==> src/shared/fpl_pkg.sv <==
/*
  Package for the fast parallel configuration loader: register map, field
  positions, reset values, state encoding and timing counts.
  Assumes a single 100 MHz register clock; all times are converted to it here.
*/
`default_nettype none

package fpl_pkg;

  // ****************************************************************
  // register map (byte addresses, one 32-bit word each)
  // ****************************************************************
  localparam logic [7:0] OFS_CTRL = 8'h00;
  localparam logic [7:0] OFS_IMAGE_WORDS = 8'h04;
  localparam logic [7:0] OFS_STATUS = 8'h08;
  localparam logic [7:0] OFS_WORD_COUNT = 8'h0C;
  localparam logic [7:0] OFS_CHECKSUM = 8'h10;
  localparam logic [7:0] OFS_USER_OUT = 8'h14;
  localparam logic [7:0] OFS_USER_OE = 8'h18;

  // ctrl fields
  localparam int CTRL_WIDTH_LSB = 0;
  localparam int CTRL_DECOMP_BIT = 2;
  localparam int CTRL_SECURE_BIT = 3;
  localparam int CTRL_USRCLK_BIT = 4;
  localparam int CTRL_INITPIN_BIT = 5;
  localparam int CTRL_BITS = 6;
  localparam logic [5:0] CTRL_RESET = 6'h00;

  // bus width codes
  localparam logic [1:0] WIDTH_8 = 2'h0;
  localparam logic [1:0] WIDTH_16 = 2'h1;
  localparam logic [1:0] WIDTH_32 = 2'h2;

  localparam int WORD_BITS = 24;
  localparam logic [23:0] IMAGE_WORDS_RESET = 24'h000100;

  // ****************************************************************
  // load states, gray coded along the normal path
  // ****************************************************************
  typedef enum logic [2:0] {
    ST_POR = 3'h0,
    ST_CLEAR = 3'h1,
    ST_LOAD = 3'h3,
    ST_EDGES = 3'h2,
    ST_INIT = 3'h6,
    ST_USER = 3'h7
  } fpl_state_t;

  // ****************************************************************
  // timing
  // ****************************************************************
  localparam int CLK_MHZ = 100;
  localparam int STATUS_MIN_US = 268;
  localparam int STATUS_MIN_CYCLES = STATUS_MIN_US * CLK_MHZ;
  localparam int INIT_OSC_MIN_US = 175;
  localparam int INIT_OSC_CYCLES = INIT_OSC_MIN_US * CLK_MHZ;
  localparam int LOAD_CLK_MAX_PERIOD_NS = 10;
  localparam int USRCLK_DELAY_NS = 4 * LOAD_CLK_MAX_PERIOD_NS;
  localparam int USRCLK_DELAY_CYCLES = (USRCLK_DELAY_NS * CLK_MHZ + 999) / 1000;
  localparam int USER_INIT_PERIODS = 8576;
  localparam int POR_CYCLES = 1000;
  localparam int TIMER_BITS = 18;
  localparam int INIT_FALL_EDGES = 2;

endpackage : fpl_pkg

`default_nettype wire

==> src/logic/fpl_sync2.sv <==
/*
  Two flip-flop synchroniser for a bundle of independent levels.
  Assumes each bit is quasi-static relative to the sampling clock.
*/
`default_nettype none

module fpl_sync2 #(
  parameter int W = 1
) (
  input wire logic clk, // sampling clock
  input wire logic rst_n, // async reset, active low
  input wire logic [W-1:0] rst_val, // unused; reset always loads zero whatever this is
  input wire logic [W-1:0] d, // asynchronous inputs
  output logic [W-1:0] q // synchronised outputs
);

  logic [W-1:0] meta_q;

  // first stage feeds only the second stage
  always_ff @(posedge clk or negedge rst_n)
  begin
    if (!rst_n)
    begin
      meta_q <= '0;
      q <= '0;
    end
    else
    begin
      meta_q <= d;
      q <= meta_q;
    end
  end

  // rst_val is unused as a reset source: async reset must load constants
  logic unused_rv;
  assign unused_rv = ^rst_val;

endmodule : fpl_sync2

`default_nettype wire

==> src/logic/fpl_ratio.sv <==
/*
  Load-clock cycles per data word for the chosen bus width and feature set.
  Purely combinational; assumes the width code is one of 8, 16 or 32 bits.
*/
`default_nettype none

module fpl_ratio (
  input wire logic [1:0] width, // bus width code
  input wire logic decomp, // decompression enabled
  input wire logic secure, // security enabled
  output logic [3:0] ratio // clocks per word
);

  // ****************************************************************
  // ratio table
  // ****************************************************************
  always_comb
  begin
    ratio = 4'h1;
    case (width)
      fpl_pkg::WIDTH_8: ratio = decomp ? 4'h2 : 4'h1;
      fpl_pkg::WIDTH_16: ratio = decomp ? 4'h4 : (secure ? 4'h2 : 4'h1);
      fpl_pkg::WIDTH_32: ratio = decomp ? 4'h8 : (secure ? 4'h4 : 4'h1);
      default: ratio = 4'h1;
    endcase
  end

endmodule : fpl_ratio

`default_nettype wire

==> src/logic/fpl_top.sv <==
/*
  Fast parallel configuration loader, device side, with an APB register port.
  Assumes reload request, status, done, load clock, user init clock and data
  pins all arrive asynchronously and are sampled by pclk (100 MHz).
*/
// The register addresses and the APB register port were decided locally.
`default_nettype none

module fpl_top #(
  parameter int STATUS_MIN_CYCLES = fpl_pkg::STATUS_MIN_CYCLES, // least status low time
  parameter int INIT_OSC_CYCLES = fpl_pkg::INIT_OSC_CYCLES, // internal init time
  parameter int USER_INIT_PERIODS = fpl_pkg::USER_INIT_PERIODS, // user clock periods
  parameter int POR_CYCLES = fpl_pkg::POR_CYCLES // power-on hold
) (
  input wire logic pclk, // register clock
  input wire logic presetn, // async reset, active low
  input wire logic [7:0] paddr, // apb address
  input wire logic psel, // apb select
  input wire logic penable, // apb enable
  input wire logic pwrite, // apb direction
  input wire logic [31:0] pwdata, // apb write data
  output logic [31:0] prdata, // apb read data
  output logic pready, // apb ready
  output logic pslverr, // apb error
  input wire logic reload_req_n, // reload request pin
  input wire logic status_n_in, // status pin level
  output logic status_n_out, // status pin drive value
  output logic status_n_oe, // status pin drive enable
  input wire logic done_in, // done pin level
  output logic done_out, // done pin drive value
  output logic done_oe, // done pin drive enable
  input wire logic load_clock, // load clock pin
  input wire logic user_init_clock, // user init clock pin
  input wire logic [31:0] load_data_in, // data bus pin levels
  output logic [31:0] load_data_out, // data pins as user outputs
  output logic [31:0] load_data_oe, // data pins user drive enables
  output logic init_done_n_out, // init pin drive value
  output logic init_done_n_oe, // init pin drive enable
  output logic user_mode // device is in user mode
);

  // ****************************************************************
  // state record
  // ****************************************************************
  typedef struct packed {
    fpl_pkg::fpl_state_t state;
    logic [fpl_pkg::TIMER_BITS-1:0] timer;
    logic [3:0] phase;
    logic [fpl_pkg::WORD_BITS-1:0] words;
    logic [1:0] falls;
    logic usr_phase;
    logic [13:0] usr_cnt;
    logic lclk_prev;
    logic uclk_prev;
    logic initpin_armed;
    logic [fpl_pkg::CTRL_BITS-1:0] ctrl;
    logic [fpl_pkg::WORD_BITS-1:0] image_words;
    logic [31:0] checksum;
    logic [31:0] user_out;
    logic [31:0] user_oe;
    logic [31:0] prdata;
  } fpl_regs_t;

  fpl_regs_t r_q;
  fpl_regs_t r_d;

  // ****************************************************************
  // pin synchronisers
  // ****************************************************************
  logic [4:0] pins_s;
  logic [31:0] data_s;

  fpl_sync2 #(.W(5)) u_sync_pins (
    .clk(pclk),
    .rst_n(presetn),
    .rst_val(5'h00),
    .d({reload_req_n, status_n_in, done_in, load_clock, user_init_clock}),
    .q(pins_s)
  );

  // data and clock share the same latency so the word lines up with its edge
  fpl_sync2 #(.W(32)) u_sync_data (
    .clk(pclk),
    .rst_n(presetn),
    .rst_val(32'h00000000),
    .d(load_data_in),
    .q(data_s)
  );

  logic reload_s;
  logic status_s;
  logic lclk_s;
  logic uclk_s;
  assign reload_s = pins_s[4];
  assign status_s = pins_s[3];
  assign lclk_s = pins_s[1];
  assign uclk_s = pins_s[0];

  // done_in is sampled for completeness; device owns the done decision
  logic unused_done;
  assign unused_done = pins_s[2];

  // ****************************************************************
  // ratio lookup
  // ****************************************************************
  logic [3:0] ratio;

  fpl_ratio u_ratio (
    .width(r_q.ctrl[fpl_pkg::CTRL_WIDTH_LSB +: 2]),
    .decomp(r_q.ctrl[fpl_pkg::CTRL_DECOMP_BIT]),
    .secure(r_q.ctrl[fpl_pkg::CTRL_SECURE_BIT]),
    .ratio(ratio)
  );

  // mask the captured word to the active lanes
  function automatic logic [31:0] fpl_lane_mask(input logic [1:0] width);
    case (width)
      fpl_pkg::WIDTH_8: fpl_lane_mask = 32'h000000FF;
      fpl_pkg::WIDTH_16: fpl_lane_mask = 32'h0000FFFF;
      default: fpl_lane_mask = 32'hFFFFFFFF;
    endcase
  endfunction : fpl_lane_mask

  logic lclk_rise;
  logic lclk_fall;
  logic uclk_rise;
  assign lclk_rise = lclk_s & ~r_q.lclk_prev;
  assign lclk_fall = ~lclk_s & r_q.lclk_prev;
  assign uclk_rise = uclk_s & ~r_q.uclk_prev;

  logic apb_setup;
  logic apb_write;
  assign apb_setup = psel & ~penable;
  assign apb_write = psel & penable & pwrite;

  logic addr_ok;
  always_comb
  begin
    case (paddr)
      fpl_pkg::OFS_CTRL,
      fpl_pkg::OFS_IMAGE_WORDS,
      fpl_pkg::OFS_STATUS,
      fpl_pkg::OFS_WORD_COUNT,
      fpl_pkg::OFS_CHECKSUM,
      fpl_pkg::OFS_USER_OUT,
      fpl_pkg::OFS_USER_OE: addr_ok = 1'b1;
      default: addr_ok = 1'b0;
    endcase
  end

  // ****************************************************************
  // next-state logic
  // ****************************************************************
  always_comb
  begin
    r_d = r_q;
    r_d.lclk_prev = lclk_s;
    r_d.uclk_prev = uclk_s;

    // read data captured in setup so it comes from a flop in the access phase
    if (apb_setup)
    begin
      case (paddr)
        fpl_pkg::OFS_CTRL: r_d.prdata = {26'h0000000, r_q.ctrl};
        fpl_pkg::OFS_IMAGE_WORDS: r_d.prdata = {8'h00, r_q.image_words};
        fpl_pkg::OFS_STATUS: r_d.prdata = {24'h000000, ratio, user_mode, r_q.state};
        fpl_pkg::OFS_WORD_COUNT: r_d.prdata = {8'h00, r_q.words};
        fpl_pkg::OFS_CHECKSUM: r_d.prdata = r_q.checksum;
        fpl_pkg::OFS_USER_OUT: r_d.prdata = r_q.user_out;
        fpl_pkg::OFS_USER_OE: r_d.prdata = r_q.user_oe;
        default: r_d.prdata = 32'h00000000;
      endcase
    end

    // setup writes are refused mid-load: ratio and length must stay fixed
    if (apb_write && r_q.state != fpl_pkg::ST_LOAD)
    begin
      case (paddr)
        fpl_pkg::OFS_CTRL: r_d.ctrl = pwdata[fpl_pkg::CTRL_BITS-1:0];
        fpl_pkg::OFS_IMAGE_WORDS: r_d.image_words = pwdata[fpl_pkg::WORD_BITS-1:0];
        default: ;
      endcase
    end
    if (apb_write)
    begin
      case (paddr)
        fpl_pkg::OFS_USER_OUT: r_d.user_out = pwdata;
        fpl_pkg::OFS_USER_OE: r_d.user_oe = pwdata;
        default: ;
      endcase
    end

    if (r_q.timer != '0)
    begin
      r_d.timer = r_q.timer - 1'b1;
    end

    case (r_q.state)
      // hold status low for the power-on delay, then behave as a fresh clear
      fpl_pkg::ST_POR:
      begin
        if (r_q.timer == '0)
        begin
          r_d.state = fpl_pkg::ST_CLEAR;
          r_d.timer = fpl_pkg::TIMER_BITS'(STATUS_MIN_CYCLES);
        end
      end
      // status low for the least time and while the request is still low;
      // an external hold on status simply keeps us here
      fpl_pkg::ST_CLEAR:
      begin
        if (!reload_s)
        begin
          r_d.timer = fpl_pkg::TIMER_BITS'(STATUS_MIN_CYCLES);
        end
        else if (r_q.timer == '0 && status_s)
        begin
          r_d.state = fpl_pkg::ST_LOAD;
          r_d.words = '0;
          r_d.phase = '0;
          r_d.checksum = 32'h00000000;
        end
      end
      // one word per ratio rising edges, taken on the first of each group
      fpl_pkg::ST_LOAD:
      begin
        if (lclk_rise)
        begin
          if (r_q.phase == 4'h0)
          begin
            r_d.checksum = r_q.checksum + (data_s & fpl_lane_mask(r_q.ctrl[fpl_pkg::CTRL_WIDTH_LSB +: 2]));
            r_d.words = r_q.words + 1'b1;
            r_d.initpin_armed = r_q.ctrl[fpl_pkg::CTRL_INITPIN_BIT];
          end
          r_d.phase = (r_q.phase + 4'h1 == ratio) ? 4'h0 : r_q.phase + 4'h1;
          // done waits out the processing clocks that follow the last word
          if (r_q.phase + 4'h1 == ratio && r_d.words == r_q.image_words)
          begin
            r_d.state = fpl_pkg::ST_EDGES;
            r_d.falls = 2'h0;
          end
        end
      end
      // done is high now; wait for the falling edges that start init
      fpl_pkg::ST_EDGES:
      begin
        if (lclk_fall)
        begin
          r_d.falls = r_q.falls + 2'h1;
          if (r_q.falls + 2'h1 == 2'(fpl_pkg::INIT_FALL_EDGES))
          begin
            r_d.state = fpl_pkg::ST_INIT;
            r_d.usr_phase = 1'b0;
            r_d.usr_cnt = '0;
            r_d.timer = r_q.ctrl[fpl_pkg::CTRL_USRCLK_BIT] ?
              fpl_pkg::TIMER_BITS'(fpl_pkg::USRCLK_DELAY_CYCLES) :
              fpl_pkg::TIMER_BITS'(INIT_OSC_CYCLES);
          end
        end
      end
      // initialization on the internal timer or on counted user clock periods
      fpl_pkg::ST_INIT:
      begin
        if (!r_q.ctrl[fpl_pkg::CTRL_USRCLK_BIT])
        begin
          if (r_q.timer == '0)
          begin
            r_d.state = fpl_pkg::ST_USER;
          end
        end
        else if (!r_q.usr_phase)
        begin
          if (r_q.timer == '0)
          begin
            r_d.usr_phase = 1'b1;
          end
        end
        else if (uclk_rise)
        begin
          r_d.usr_cnt = r_q.usr_cnt + 14'h0001;
          if (r_q.usr_cnt + 14'h0001 == 14'(USER_INIT_PERIODS))
          begin
            r_d.state = fpl_pkg::ST_USER;
          end
        end
      end
      // load clock is no longer looked at here
      fpl_pkg::ST_USER: ;
      default: r_d.state = fpl_pkg::ST_POR;
    endcase

    // a low request restarts the load from any state but power-on
    if (!reload_s && r_q.state != fpl_pkg::ST_POR)
    begin
      r_d.state = fpl_pkg::ST_CLEAR;
      r_d.timer = fpl_pkg::TIMER_BITS'(STATUS_MIN_CYCLES);
      r_d.initpin_armed = 1'b0;
    end
  end

  // ****************************************************************
  // state register
  // ****************************************************************
  always_ff @(posedge pclk or negedge presetn)
  begin
    if (!presetn)
    begin
      r_q <= '0;
      r_q.state <= fpl_pkg::ST_POR;
      r_q.timer <= fpl_pkg::TIMER_BITS'(POR_CYCLES);
      r_q.ctrl <= fpl_pkg::CTRL_RESET;
      r_q.image_words <= fpl_pkg::IMAGE_WORDS_RESET;
    end
    else
    begin
      r_q <= r_d;
    end
  end

  // ****************************************************************
  // outputs
  // ****************************************************************
  // apb: zero wait states, unmapped addresses flagged in the access phase
  assign prdata = r_q.prdata;
  assign pready = 1'b1;
  assign pslverr = psel & penable & ~addr_ok;

  // pull low through power-on and the clear time, then let go so the pin can rise;
  // an outside hold keeps the pin low and the load waits in clear
  assign status_n_out = 1'b0;
  assign status_n_oe = (r_q.state == fpl_pkg::ST_POR) ||
                       ((r_q.state == fpl_pkg::ST_CLEAR) && (r_q.timer != '0));

  // done held low until the whole image has been counted in
  assign done_out = 1'b0;
  assign done_oe = (r_q.state == fpl_pkg::ST_POR) || (r_q.state == fpl_pkg::ST_CLEAR) ||
                   (r_q.state == fpl_pkg::ST_LOAD);

  // init pin low once its option is loaded, until user mode
  assign init_done_n_out = 1'b0;
  assign init_done_n_oe = r_q.initpin_armed && (r_q.state != fpl_pkg::ST_USER);

  assign user_mode = (r_q.state == fpl_pkg::ST_USER);

  // data pins turn into user pins only in user mode
  assign load_data_out = r_q.user_out;
  assign load_data_oe = user_mode ? r_q.user_oe : 32'h00000000;

endmodule : fpl_top

`default_nettype wire

==> config.mk <==
export PLATFORM = sky130hd
export DESIGN_NAME = fpl_top
export DESIGN_NICKNAME = d
export VERILOG_FILES = /design/src/shared/fpl_pkg.sv /design/src/logic/fpl_sync2.sv /design/src/logic/fpl_ratio.sv /design/src/logic/fpl_top.sv
export SDC_FILE = /design/constraint.sdc
export NUM_CORES = 1
export LEC_CHECK = 0
export ABC_AREA = 1
export BUFFER_PORTS_ARGS = -buffer_cell sky130_fd_sc_hd__buf_2
export CAP_MARGIN = 40
export CORE_UTILIZATION = 25
export DETAILED_ROUTE_END_ITERATION = 10
export PLACE_DENSITY = 0.37
export SYNTH_ARGS = -nofsm -noshare
export SYNTH_HDL_FRONTEND = slang
export SYNTH_HIERARCHICAL = 1
export SYNTH_SLANG_ARGS = --single-unit
==> constraint.sdc <==
create_clock -name pclk -period 4.6 [get_ports pclk]
set_clock_uncertainty 0.1 [all_clocks]
set_input_delay 0.92 -clock pclk [delete_from_list [all_inputs] [get_ports pclk]]
set_output_delay 0.92 -clock pclk [all_outputs]
set_load 0.02 [all_outputs]
After elaboration in Yosys (flattened, before gate mapping):

Cells that the tools add are included.

* flip-flop bits (word level): 301
* bits in latches: 0
* RAM bits: 0
* ROM bits: 0
* output and inout port bits: 105
* logic and storage cells: 173
* memories kept: 0

* add/sub/neg operators: 6
* $mul: 0
* divide/modulo/power cells: 0
* $lt $le $gt $ge: 0
* eq/ne operators: 41
* shift operators: 0
* muxes and demuxes: 58
* bitwise operators: 13
* reduce and logical (&&, ||, !) cells: 35

Operators by type and width (count)
* $mux W32: 8
* $pmux W32 S7: 1
* $pmux W32 S2: 2
* $mux W21: 4
* $mux W24: 3
* $mux W28: 2
* $pmux W28 S2: 1
* $pmux W18 S3: 1
* $mux W15: 3
* $mux W18: 2
* $add A32 B32 Y32: 1
* $and A32 B32 Y32: 1
* $mux W3: 10
* $mux W30: 1
* $pmux W15 S2: 1
* $mux W14: 2
* $add A24 B1 Y24 const B: 1
* $eq A24 B24 Y1: 1
* $eq A8 B5 Y1 const B: 3
* $ne A3 B3 Y1 const B: 7
* $logic_not A18 Y1: 1
* $ne A2 B2 Y1 const B: 9
* $pmux W3 S6: 1
* $reduce_bool A18 Y1: 1
* 40 further kinds: 86

Longest topological paths before layout:

* depth after elaboration: 10
* mapped depth: 20
* gate-level depth less buffers: 20

Hierarchy:

Netlist, hierarchy kept.

By module, submodules not included
* fpl_top: instances 1, cells each 2055, area each 14513.9 µm²
* fpl_sync2 (u_sync_data): instances 1, cells each 64, area each 1601.5 µm²
* fpl_sync2 (u_sync_pins): instances 1, cells each 10, area each 250.2 µm²
* fpl_ratio: instances 1, cells each 15, area each 65.1 µm²

Least setup slack after synthesis:

Ideal clock, no wire load.

* path kind: reg-to-output
* start point: register r_q[226] in the netlist's numbering
* end point: output port load_data_oe[10]
* arrival: 1649 ps
* data required time: 3580 ps
* setup slack: 1931 ps
* stages on the path, launching flop included: 6
* cell sequence: dfrtp_1 > inv_1 > nor2_1 > clkinv_1 > clkbuf_1 > nor2_1

* cells in the longest elaborated chain, start to end: 2

RTL lines
* start: declaration: line fpl_top.sv:64 `fpl_regs_t r_q;`
* start signal: assignment: line fpl_top.sv:316 `r_q <= r_d;`
* $eq A3 B3 Y1: line fpl_top.sv:343 `assign user_mode = (r_q.state == fpl_pkg::ST_USER);`
* net user_mode: line fpl_top.sv:39 `output logic user_mode`
* $mux W32: line fpl_top.sv:347 `assign load_data_oe = user_mode ? r_q.user_oe : 32'h00000000;`
* end: declaration: line fpl_top.sv:36 `output logic [31:0] load_data_oe,`

The timed path passes the listed nets, and every way through them passes these cells.

Worst setup path in the final report:

* start point: register r_q[206] in the netlist's numbering
* end point: output port status_n_oe

* cells in the longest elaborated chain, start to end: 3

RTL lines
* $reduce_bool A18 Y1: line fpl_top.sv:332 `((r_q.state == fpl_pkg::ST_CLEAR) && (r_q.timer != '0));`
* $logic_and A1 B1 Y1: line fpl_top.sv:332
* $logic_or A1 B1 Y1: line fpl_top.sv:331 `assign status_n_oe = (r_q.state == fpl_pkg::ST_POR) ||`
* end: declaration: line fpl_top.sv:28 `output logic status_n_oe,`

No other way between the ends.

==> results.toml <==
[status]
outcome = "complete, no violations"

[power_and_ir_drop]
power.density_nw_per_um2 = 393
ir_worst_vdd_mv = 0.240
p_total_uw = 7600
power_leakage_uw = 0.00939

[grt]
grt_use_total = 0.186
antenna_found_initial = 0
grt_pass1_wl_mm = 93.5
grt_pass1_vias = 14800
grt_max_degree = 104
grt_overflow_total = 0

[clocking]
cts_tree = "done"
htreeDepth = 2
ctsHoldBuffers = 0
clk_latency_ns = 0.57
cts_buffers = 40
cts_resized = 0
cts-root-buf = "clkbuf_16"
cts_sinks = 299
clk_pin_slew_ns = 0.06
post_cts_buffers = 0
clk_path_buf_depth = 3

[timing]
min_period_ns = 3.48
slew_violations = 0
final_hold_viol_count = 0
max_freq_mhz = 287
setup_slack_ns = 1.12
whs_ns = 0.243
relSlewSlack = 0.382
tightest_slew_ns = 0.928
setup-tns-final_ns = 0
rsz0062_at_grt = "false"
setup_viol = 0
fin_crit_sh = 0.757

[setup_path]
slowest_stage = "dfrtp_1"
crit_chain = "inv_1 -> ha_1 -> nand2_1 -> nor2_1 -> nand4_1 -> inv_2 -> o21ai_0 -> buf_2"
path_class = "reg2out"
worstSetupEndpointType = "output pin"
timing.rr.start = "r_q[202]"
cp.required_ns = 3.58
crit_fanout = 5
critPathMaxStageDelay_ns = 0.37
arrival_ns = 2.46
worstReg2RegEnd = "r_q[225]"
r2r_slack_ns = 1.23
cp-start-kind = "flip-flop"
rr_worst_depth = 17

[routing]
vias_per_cell = 4.62
drtIter0Drc = 1049
post_drt_wl_per_cell_um = 19.5
ant_nets = 0
drc_errors = 0
drt_wl_total_mm = 61.5
vias = 14600
drt_pre_antenna_iters = 5

[placed_design]
io_buffers = 181
routabilityCongestion = 0.880
pre_cts_slack_ns = 1.22
dpl.hpwl_mm = 46.7
dp.cells = 3089

[floorplan]
start_util = 0.254
coreArea_um2 = 64600
num_rows = 93
dieHeight_um = 258
dieWidth_um = 258
die-area_um2 = 66600
ios = 187

[finish]
drive_above_1_share = 0.134
syn2layout_area_growth_pct = 18.1
stdcell_count = 3162
final_common_cell = "nand2_1"
nets = 2397
final_cell_mix = "nand2_1, inv_1, dfrtp_1"

[logic_synthesis]
synthCells = 2142
avgSynthCellArea_um2 = 7.65
synth_area_um2 = 16400
yosysWarnings = 6

[hold_path]
hp-start = "u_sync_data/meta_q[31]"
holdPathEnd = "u_sync_data/q[31]"
whs_path_depth = 0
hp-class = "reg2reg"

[run]
max_cap_viol_count = 0
worst max-delay path by stage:
| stage | start | cells after the start | slack [ns] | to |
|---|---|---|---|---|
| 6_report | r_q[206] | 8 | 1.12 | status_n_oe |
| 5_1_grt | r_q[152] | 16 | 0.85 | r_q[121] |
| 4_1_cts | r_q[226] | 6 | 1.06 | load_data_oe[4] |
| 3_5_place_dp | r_q[152] | 14 | 1.22 | r_q[122] |
| 3_3_place_gp | r_q[202] | 17 | 1.25 | r_q[224] |
| 2_1_floorplan | r_q[226] | 5 | 1.93 | load_data_oe[10] |
per-stage QoR:
step / instance area (um^2) / utilization
2_1_floorplan: 16400 / -
3_3_place_gp: 17900 / 0.277
3_5_place_dp: 18000 / 0.278
4_1_cts: 19300 / 0.299
5_1_grt: 19300 / 0.299
6_report: 19300 / 0.299
registers in the layout, summed over array words and instances (netlist names):
name	count
load_data_out	32
u_sync_data/meta_q	32
u_sync_pins/meta_q	4
u_sync_data/q	32
r_q	163
prdata	32
u_sync_pins/q	4
critical path: cells and delay by family, from the launching register on:
kind / cells / cell delay (ns)
DFF: 1 / 0.37
AOI/OAI and AO/OA: 1 / 0.14
adders and majority gates: 1 / 0.21
buffers and inverters: 3 / 0.52
and+or+nand+nor: 3 / 0.65
power by group:
part	total, uW	switching (uW)	internal [uW]
combinational	1420	988	432
sequential	2940	144	2790
clock	3250	1270	1980
total	7600	2400	5200
final cells by class:
class | instances | area [um^2]
Antenna cell | 1 | 2.50
Clock inverter | 10 | 120
Sequential cell | 299 | 7490
Multi-Input combinational cell | 1421 | 7050
Clock buffer | 62 | 1250
Inverter | 301 | 1130
Tap cell | 855 | 1070
Timing Repair Buffer | 213 | 1230
Fill cell | 7047 | 45200
per-layer routing:
layer  vias up  share of wire  GRT usage
li1       7183              -          -
met1      7045           0.47      0.257
met2       318           0.47      0.302
met3        69          0.043     0.0247
met4         0          0.022     0.0493
met5         -              0          0
Power figures use the tool's default switching activity.
